<file path="src/design/pscb_cfg.svh">
// Constants for the strap loader and basic mode control register.
// Assumes inclusion by bare name from the design module.
`ifndef PSCB_CFG_SVH
`define PSCB_CFG_SVH
`define PSCB_BMC_OFFSET      5'h00
`define PSCB_BMC_RESET       16'h3100
`define PSCB_BIT_SOFT_RESET  15
`define PSCB_BIT_LOOPBACK    14
`define PSCB_BIT_SPEED       13
`define PSCB_BIT_AUTONEG     12
`define PSCB_BIT_POWERDOWN   11
`define PSCB_BIT_ISOLATE     10
`define PSCB_BIT_RESTART     9
`define PSCB_BIT_DUPLEX      8
`define PSCB_BIT_COLTEST     7
`define PSCB_RSVD_MASK       16'hFF80
`define PSCB_CLK_MHZ         100
`define PSCB_BIT_NS_100M     10
`define PSCB_BIT_NS_10M      100
`define PSCB_COL_ON_BITS     512
`define PSCB_COL_OFF_BITS    4
`define PSCB_SRST_CYCLES     8'h10
`define PSCB_MODE_MII        3'h0
`define PSCB_MODE_RMII_MST   3'h1
`define PSCB_MODE_RMII_SLV   3'h5
`endif

</file>
<file path="src/design/pscb_pkg.sv">
// Types shared by the strap loader and basic mode control logic.
// Assumes no other file; the constants header is not included here.
package pscb_pkg;
    typedef enum logic [1:0] {
        PSCB_MAC_MII      = 2'h0,
        PSCB_MAC_RMII_MST = 2'h1,
        PSCB_MAC_RMII_SLV = 2'h2,
        PSCB_MAC_RSVD     = 2'h3
    } pscb_mac_e;

    typedef enum logic [2:0] {
        PSCB_SR_IDLE = 3'b001,
        PSCB_SR_BUSY = 3'b010,
        PSCB_SR_DONE = 3'b100
    } pscb_sr_e;

    typedef struct packed {
        logic [2:0] mgmt_addr;
        pscb_mac_e  mac_mode;
        logic       fast_link_drop;
        logic       repeater_receive_valid;
        logic       auto_mdix;
        logic       pair_straight;
        logic       second_indicator_sel;
        logic       autoneg;
        logic       speed_100;
        logic       full_duplex;
        logic       isolate;
    } pscb_strap_s;

    typedef struct packed {
        logic        we;
        logic [4:0]  addr;
        logic [15:0] wdata;
    } pscb_reg_req_s;

    typedef struct packed {
        logic [10:0] strap_meta;
        logic [10:0] strap_sync;
        logic        mode_meta;
        logic        mode_sync;
        logic        pwdn_meta;
        logic        pwdn_sync;
        logic        txen_meta;
        logic        txen_sync;
        logic        latched;
        pscb_strap_s strap;
        logic [15:0] bmc;
        pscb_sr_e    sr_state;
        logic [7:0]  sr_cnt;
        logic        an_restart_pulse;
        logic [13:0] col_cnt;
        logic        col;
        logic [15:0] rdata;
    } pscb_state_s;
endpackage

</file>
<file path="src/design/pscb_strap_ctrl.sv">
// Strap loader and basic mode control register of a 10/100 Ethernet PHY.
// Assumes straps, pin-mode select, power-down pin and transmit enable come
// from outside the clock domain; register access is a simple strobe port.
//
// Overview of operation
// - Enhanced mode: address bits from three straps, default zero.
// - Enhanced mode: MAC-select strap 0 gives MII, 1 gives RMII.
// - Enhanced MII: fast link-drop strap 1 enables, 0 disables.
// - Enhanced RMII: strap 0 means clock master, 1 means slave.
// - Enhanced RMII: strap 1 makes receive valid a repeater output.
// - Enhanced: crossover and negotiation on by default; strap 1 disables.
// - Crossover off: pair strap 0 crossed, 1 straight; ignored otherwise.
// - Enhanced: clock-output strap 0 gives 25 MHz clock, 1 second indicator.
// - Basic mode: address from other straps, default address bit 0 set.
// - Basic mode: three straps pick MII, RMII master or slave.
// - Basic mode: straps set negotiation, speed and duplex, default all one.
// - Basic mode: isolate strap 1 starts MAC interface isolated.
// - Soft reset bit reloads standard settings, reads one, then self-clears.
// - Loopback bit routes transmit to receive; manager sets self-test field.
// - Negotiation off: speed and duplex bits set the link mode.
// - Negotiation bit loads from strap; when set, speed and duplex ignored.
// - Power-down bit ORed with active-low pin; pin assertion sets the bit.
// - Isolate cuts MAC interface, stops RMII master clock; basic mode strap.
// - Restart bit restarts negotiation, reads one until taken, then clears.
// - Collision test asserts collision within 512, drops within 4 bit times.
// - Straps sampled at hard reset; soft reset reloads the latched copy.
module pscb_strap_ctrl
    import pscb_pkg::*;
(
    // Clock and reset
    input  wire logic          sys_clk,
    input  wire logic          srst,
    // Strap pins and pin mode
    input  wire logic [10:0]   strap_pins,
    input  wire logic          enhanced_mode,
    input  wire logic          interrupt_powerdown_pin_n,
    // Register access
    input  wire logic          reg_stb,
    input  pscb_reg_req_s      reg_req,
    output logic [15:0]        reg_rdata,
    // Decoded configuration
    output pscb_strap_s        strap_cfg,
    output logic               reference_clock_enable,
    output logic               rmii_clock_enable,
    // Control outputs
    output logic               loopback,
    output logic               power_down,
    output logic               mac_isolate,
    output logic               link_speed_100,
    output logic               link_full_duplex,
    output logic               autoneg_enable,
    output logic               autoneg_restart,
    output logic               soft_reset_busy,
    // Collision test
    input  wire logic          mac_tx_en,
    output logic               mac_col
);
`include "pscb_cfg.svh"

    // Bit time counts: 100 Mbps is the fastest, 10 Mbps the slowest.
    localparam int COL_ON_CYC  = `PSCB_COL_ON_BITS * `PSCB_BIT_NS_100M
                                 * `PSCB_CLK_MHZ / 1000;
    localparam int COL_OFF_CYC = `PSCB_COL_OFF_BITS * `PSCB_BIT_NS_100M
                                 * `PSCB_CLK_MHZ / 1000;
    localparam int COL_DLY     = COL_ON_CYC / 2;
    localparam int SR_CYC      = 16;

    pscb_state_s s_q;
    pscb_state_s s_d;

    function automatic pscb_strap_s decode_straps(input logic [10:0] p,
                                                  input logic enh);
        pscb_strap_s r;
        logic [2:0]  sel;
        r   = '0;
        sel = {p[10], p[3], p[4]};
        if (enh)
        begin
            r.mgmt_addr = {p[4], p[3], p[2]};
            if (!p[8])
                r.mac_mode = PSCB_MAC_MII;
            else if (!p[5])
                r.mac_mode = PSCB_MAC_RMII_MST;
            else
                r.mac_mode = PSCB_MAC_RMII_SLV;
            r.fast_link_drop = !p[8] && p[7];
            r.repeater_receive_valid = p[8] && p[7];
            r.auto_mdix = !p[9];
            r.autoneg   = !p[0];
            r.speed_100 = 1'b1;
            r.full_duplex = 1'b1;
            r.pair_straight = p[9] && p[10];
            r.second_indicator_sel = p[6];
            r.isolate = 1'b0;
        end
        else
        begin
            r.mgmt_addr = {p[9], p[8], p[7]};
            case (sel)
                `PSCB_MODE_MII:      r.mac_mode = PSCB_MAC_MII;
                `PSCB_MODE_RMII_MST: r.mac_mode = PSCB_MAC_RMII_MST;
                `PSCB_MODE_RMII_SLV: r.mac_mode = PSCB_MAC_RMII_SLV;
                default:             r.mac_mode = PSCB_MAC_RSVD;
            endcase
            r.autoneg     = p[2];
            r.speed_100   = p[1];
            r.full_duplex = p[0];
            r.isolate   = p[6];
            r.auto_mdix = 1'b1;
        end
        return r;
    endfunction

    function automatic logic [15:0] strap_bmc(input pscb_strap_s st);
        logic [15:0] v;
        v = `PSCB_BMC_RESET;
        v[`PSCB_BIT_AUTONEG] = st.autoneg;
        v[`PSCB_BIT_SPEED]   = st.speed_100;
        v[`PSCB_BIT_DUPLEX]  = st.full_duplex;
        v[`PSCB_BIT_ISOLATE] = st.isolate;
        return v;
    endfunction

    logic wr_hit;
    assign wr_hit = reg_stb && reg_req.we
                    && reg_req.addr == `PSCB_BMC_OFFSET;

    always_comb
    begin
        s_d = s_q;
        s_d.strap_meta = strap_pins;
        s_d.strap_sync = s_q.strap_meta;
        s_d.mode_meta  = enhanced_mode;
        s_d.mode_sync  = s_q.mode_meta;
        s_d.pwdn_meta  = !interrupt_powerdown_pin_n;
        s_d.pwdn_sync  = s_q.pwdn_meta;
        s_d.txen_meta  = mac_tx_en;
        s_d.txen_sync  = s_q.txen_meta;
        s_d.an_restart_pulse = 1'b0;
        if (!s_q.latched)
        begin
            s_d.latched = 1'b1;
            s_d.strap   = decode_straps(s_q.strap_sync, s_q.mode_sync);
            s_d.bmc     = strap_bmc(s_d.strap);
        end
        else
        begin
            if (wr_hit)
            begin
                s_d.bmc = reg_req.wdata & `PSCB_RSVD_MASK;
                s_d.bmc[`PSCB_BIT_SOFT_RESET] = 1'b0;
                s_d.bmc[`PSCB_BIT_RESTART] = s_q.bmc[`PSCB_BIT_RESTART]
                                 | reg_req.wdata[`PSCB_BIT_RESTART];
            end
            if (s_q.bmc[`PSCB_BIT_RESTART])
            begin
                s_d.bmc[`PSCB_BIT_RESTART] = wr_hit
                                 && reg_req.wdata[`PSCB_BIT_RESTART];
                s_d.an_restart_pulse = s_q.bmc[`PSCB_BIT_AUTONEG];
            end
            case (s_q.sr_state)
                PSCB_SR_IDLE:
                    if (wr_hit && reg_req.wdata[`PSCB_BIT_SOFT_RESET])
                    begin
                        s_d.sr_state = PSCB_SR_BUSY;
                        s_d.sr_cnt   = `PSCB_SRST_CYCLES;
                        s_d.bmc      = strap_bmc(s_q.strap);
                        s_d.bmc[`PSCB_BIT_SOFT_RESET] = 1'b1;
                    end
                PSCB_SR_BUSY:
                begin
                    s_d.bmc = strap_bmc(s_q.strap);
                    s_d.bmc[`PSCB_BIT_SOFT_RESET] = 1'b1;
                    s_d.sr_cnt = s_q.sr_cnt - 8'h01;
                    if (s_q.sr_cnt == 8'h01)
                        s_d.sr_state = PSCB_SR_DONE;
                end
                PSCB_SR_DONE:
                begin
                    s_d.bmc[`PSCB_BIT_SOFT_RESET] = 1'b0;
                    s_d.sr_state = PSCB_SR_IDLE;
                end
                default: s_d.sr_state = PSCB_SR_IDLE;
            endcase
            if (s_q.pwdn_sync)
                s_d.bmc[`PSCB_BIT_POWERDOWN] = 1'b1;
        end
        if (s_q.bmc[`PSCB_BIT_COLTEST] && s_q.txen_sync)
        begin
            if (s_q.col_cnt < 14'(COL_DLY))
                s_d.col_cnt = s_q.col_cnt + 14'h0001;
            else
                s_d.col = 1'b1;
        end
        else
        begin
            s_d.col_cnt = '0;
            s_d.col     = 1'b0;
        end
        s_d.rdata = (reg_stb && !reg_req.we
                     && reg_req.addr == `PSCB_BMC_OFFSET) ? s_q.bmc : '0;
    end

    always_ff @(posedge sys_clk)
    begin
        if (srst)
        begin
            // Straps keep flowing through the synchroniser during reset, so
            // the first clock after release latches the real pin levels.
            s_q            <= '0;
            s_q.sr_state   <= PSCB_SR_IDLE;
            s_q.bmc        <= `PSCB_BMC_RESET;
            s_q.strap_meta <= s_d.strap_meta;
            s_q.strap_sync <= s_d.strap_sync;
            s_q.mode_meta  <= s_d.mode_meta;
            s_q.mode_sync  <= s_d.mode_sync;
        end
        else
            s_q <= s_d;
    end

    assign reg_rdata        = s_q.rdata;
    assign strap_cfg        = s_q.strap;
    assign loopback         = s_q.bmc[`PSCB_BIT_LOOPBACK];
    assign power_down       = s_q.bmc[`PSCB_BIT_POWERDOWN] | s_q.pwdn_sync;
    assign mac_isolate      = s_q.bmc[`PSCB_BIT_ISOLATE];
    assign rmii_clock_enable = s_q.strap.mac_mode == PSCB_MAC_RMII_MST
                               && !s_q.bmc[`PSCB_BIT_ISOLATE];
    assign reference_clock_enable = !s_q.strap.second_indicator_sel;
    assign autoneg_enable   = s_q.bmc[`PSCB_BIT_AUTONEG];
    assign link_speed_100   = s_q.bmc[`PSCB_BIT_AUTONEG]
                              | s_q.bmc[`PSCB_BIT_SPEED];
    assign link_full_duplex = s_q.bmc[`PSCB_BIT_AUTONEG]
                              | s_q.bmc[`PSCB_BIT_DUPLEX];
    assign autoneg_restart  = s_q.an_restart_pulse;
    assign soft_reset_busy  = s_q.bmc[`PSCB_BIT_SOFT_RESET];
    assign mac_col          = s_q.col;
endmodule
</file>
<file path="config.mk">
export PLATFORM = sky130hd
export DESIGN_NAME = pscb_strap_ctrl
export DESIGN_NICKNAME = d
export VERILOG_FILES = /design/src/design/pscb_pkg.sv /design/src/design/pscb_strap_ctrl.sv
export VERILOG_INCLUDE_DIRS = /design/src /design/src/design
export SDC_FILE = /design/constraint.sdc
export NUM_CORES = 1
export LEC_CHECK = 0
export BUFFER_PORTS_ARGS = -buffer_cell sky130_fd_sc_hd__buf_2
export CORE_MARGIN = 4
export CORE_UTILIZATION = 35
export DETAILED_ROUTE_END_ITERATION = 7
export SYNTH_ARGS = -nofsm -noshare
export SYNTH_HDL_FRONTEND = slang
export SYNTH_SLANG_ARGS = --single-unit
</file>
<file path="constraint.sdc">
create_clock -name sys_clk -period 4.8 [get_ports sys_clk]
set_input_delay 0.96 -clock sys_clk [delete_from_list [all_inputs] [get_ports sys_clk]]
set_output_delay 0.96 -clock sys_clk [all_outputs]
set_load 0.005 [all_outputs]
</file>
==> impl_metrics.py <==
metrics = {
    "run_status": {
        "status": "finished clean",
    },
    "die": {
        "fp.dieW_um": 111,
        "die_area_sq_mm": 0.0124,
        "die_h_um": 111,
        "ios": 80,
        "rows": 37,
        "placeableCoreArea_sq_mm": 0.0104,
        "initial_core_util_pct": 36.0,
    },
    "run": {
        "maxCapViolCount": 0,
    },
    "detailed_routing": {
        "drt_first_iter_violations": 86,
        "vias": 2604,
        "drc": 0,
        "detail_route.wl_per_cell_um": 12.8,
        "routed_wirelength_um": 7130,
        "first_pass_iters": 4,
        "vias_per_cell": 4.66,
        "drtAntennaViolNets": 0,
    },
    "place": {
        "place_ws_ns": 2.04,
        "hpwlAfterDp_um": 5230,
        "io_buffers": 72,
        "routabilityCongestion": 0.796,
    },
    "setup_path": {
        "r2r_end": "s_q[34]$_SDFFE_PP0P_",
        "r2r_start": "s_q[73]$_SDFF_PP0_",
        "slowest_stage": "nor3_1",
        "cp.required_ns": 5.11,
        "critPathKind": "input pin to flip-flop",
        "end_kind": "flip-flop",
        "path_cells": "buf_2, inv_1, nand2_1, nor3_1, and2_1",
        "ff2ff_setup_slack_ns": 2.78,
        "worstPathArrival_ns": 2.63,
        "crit_family": "simple AND/OR/NAND/NOR gates",
        "slowest_delay_ns": 0.51,
        "cp_max_fo": 28,
        "cp-start-kind": "input pin",
        "worst-r2r-cell-count": 5,
        "crit_start": "srst",
        "cp_num_buf_inv": 2,
    },
    "min_path": {
        "hp-start": "s_d[83]$_DFF_P_",
        "min_delay_worst_endpoint": "s_q[83]$_DFF_P_",
        "min_path_type": "flip-flop to flip-flop",
        "worstHoldPathCells": 0,
    },
    "synthesis": {
        "ys_ff_latch": 102,
        "synth-edff-count": 0,
        "yosysUniqueCellTypes": 49,
        "syn_nets": 419,
        "ys_async_sr_fraction_pct": 0,
        "synth_area_sq_mm": 0.00373,
        "ys.warnings.count": 0,
        "syn_inst": 377,
        "yosysSeqAreaShare_pct": 54.7,
        "yosys_most_used_dff": "dfxtp_1",
        "synth.avg_cell_area_sq_um": 9.90,
    },
    "layout": {
        "area_growth_syn_to_layout_pct": 12.8,
        "drive_gt1_share_pct": 25.1,
        "antenna_cells": 0,
        "layout_commonest_cell": "dfxtp_1",
        "final_cell_mix": "dfxtp_1, buf_2, nor2_1",
        "nets": 460,
    },
    "clock_tree": {
        "cts-resized-gates": 0,
        "clkSlewWorstSetupHoldPaths_ns": 0.10,
        "postCtsSetupBuffers": 0,
        "cts_max_path_buffers": 2,
        "insertion_delay_ns": 0.36,
        "root_buffer": "clkbuf_8",
        "cts_tree": "yes",
        "ctsHoldBuffers": 0,
        "clock-sinks": 102,
        "htree_levels": 3,
        "numCtsBuffers": 9,
    },
    "sta": {
        "tightest_slew_ns": 0.672,
        "slew_headroom_pct": 55.1,
        "setup_violations": 0,
        "fin_crit_sh_pct": 48.5,
        "rsz0062_at_grt": "no",
        "fmax_mhz": 429,
        "hold_viol_final": 0,
        "setup_ws_ns": 2.47,
        "hold_ws_ns": 0.337,
        "fin_crit_ns": 2.33,
        "totalNegativeSetupSlack_ns": 0,
        "final.setup_skew_ns": 0.00932,
        "maxSlewViolCount": 0,
    },
    "grt": {
        "antenna_found_initial": 0,
        "grt_pass1_wl_um": 12100,
        "gr-total-overflow": 0,
        "grt.total_usage_pct": 11.7,
        "grt_pass1_vias": 2515,
        "grt_max_degree": 29,
    },
    "power": {
        "internal-power_uw": 1150,
        "p_leak_uw": 0.00182,
        "ir_worst_vdd_v": 0.000173,
        "p_seq_share_pct": 58.5,
        "combPwrFrac_pct": 4.3,
        "pwr-share-clk_pct": 37.3,
        "p_per_area_mw_per_mm2": 358,
        "swShare_pct": 23.7,
        "finalPower_uw": 1510,
        "switchingPower_uw": 358,
    },
}
per-stage QoR:
step	util [%]	cells	area (sq um)
floorplan	-	377	3730
global placement	38.6	543	4000
detailed placement	38.6	543	4000
CTS	40.6	559	4210
global route	40.6	559	4210
finish	40.6	559	4210
layer usage:
metal	wire (um)	part of all wire, %	track usage, %	up-vias
met3	467	6.5	4.15	9
met4	69	0.97	2.84	0
met5	0	0	0	-
met2	3130	44	18.5	59
li1	-	-	-	1353
met1	3470	49	15.4	1183
cells in the mapped netlist, drive strengths merged, types with 4 or more instances:
library cell / instances / area [sq um]
dfxtp: 102 / 2040
a21oi: 26 / 130
or2: 4 / 25.0
mux2i: 10 / 100
nor2: 33 / 124
nor3b: 4 / 40.0
nand4: 5 / 31.3
buf: 32 / 235
and3: 6 / 37.5
o21ai: 9 / 45.0
nand2: 17 / 66.3
or3: 6 / 40.0
clkbuf: 12 / 45.0
a31oi: 4 / 25.0
inv: 10 / 37.5
nor3: 12 / 65.1
nand3: 9 / 45.0
and2: 30 / 188
layout make-up:
type	count	area [sq um]
tap	136	170
inverter	10	37.5
clock inverter	7	90.1
sequential	102	2040
timing repair buffer	74	375
fill	1049	6160
multi-input combinational	221	1370
clock buffer	9	124
worst register-to-register path, cell delays in order, from the launching register on:
cell and delay, ns:
dfxtp_1 0.56, buf_4 0.35, inv_1 0.28, nor3_1 0.47, nand3b_1 0.13, a21oi_1 0.15
flip-flops by register name (all words and copies together) (netlist names):
name             cells
reg_rdata           16
soft_reset_busy      1
autoneg_enable       1
autoneg_restart      1
s_d                 14
mac_isolate          1
strap_cfg           14
mac_col              1
loopback             1
s_q                 52
power groups by stage:
stage / Clock, uW / Sequential, uW / Combinational, uW
after global routing: 614 / 885 / 72.9
final: 562 / 881 / 64.2
after detailed placement: 0 / 901 / 65.5
after global placement: 0 / 901 / 64.6
after floorplan: 0 / 894 / 46.6
after CTS: 576 / 882 / 65.6
how the worst max path moves through the flow:
stage	slack, ns	end	depth (start not counted)
floorplan	2.58	s_q[37]$_SDFFE_PP0P_	5
finish	2.47	s_q[47]$_SDFF_PP0_	5
global route	2.31	s_q[44]$_SDFF_PP0_	5
global placement	2.09	s_q[48]$_SDFF_PP0_	5
detailed placement	2.04	s_q[47]$_SDFF_PP0_	5
CTS	2.43	s_q[47]$_SDFF_PP0_	5
logic make-up (layout without fill, tap and decap cells):
logic type / count (synthesis) / in the layout / synth area share (%)
simple gates: 142 / 142 / 21.4
buf+inv: 54 / 100 / 8.51
mux: 11 / 11 / 2.98
compound gates: 61 / 61 / 10.4
flops: 102 / 102 / 54.7
fa+ha+maj: 3 / 3 / 1.01
xor+xnor: 4 / 4 / 0.939
Note: power is estimated with default switching activity, not from simulation.
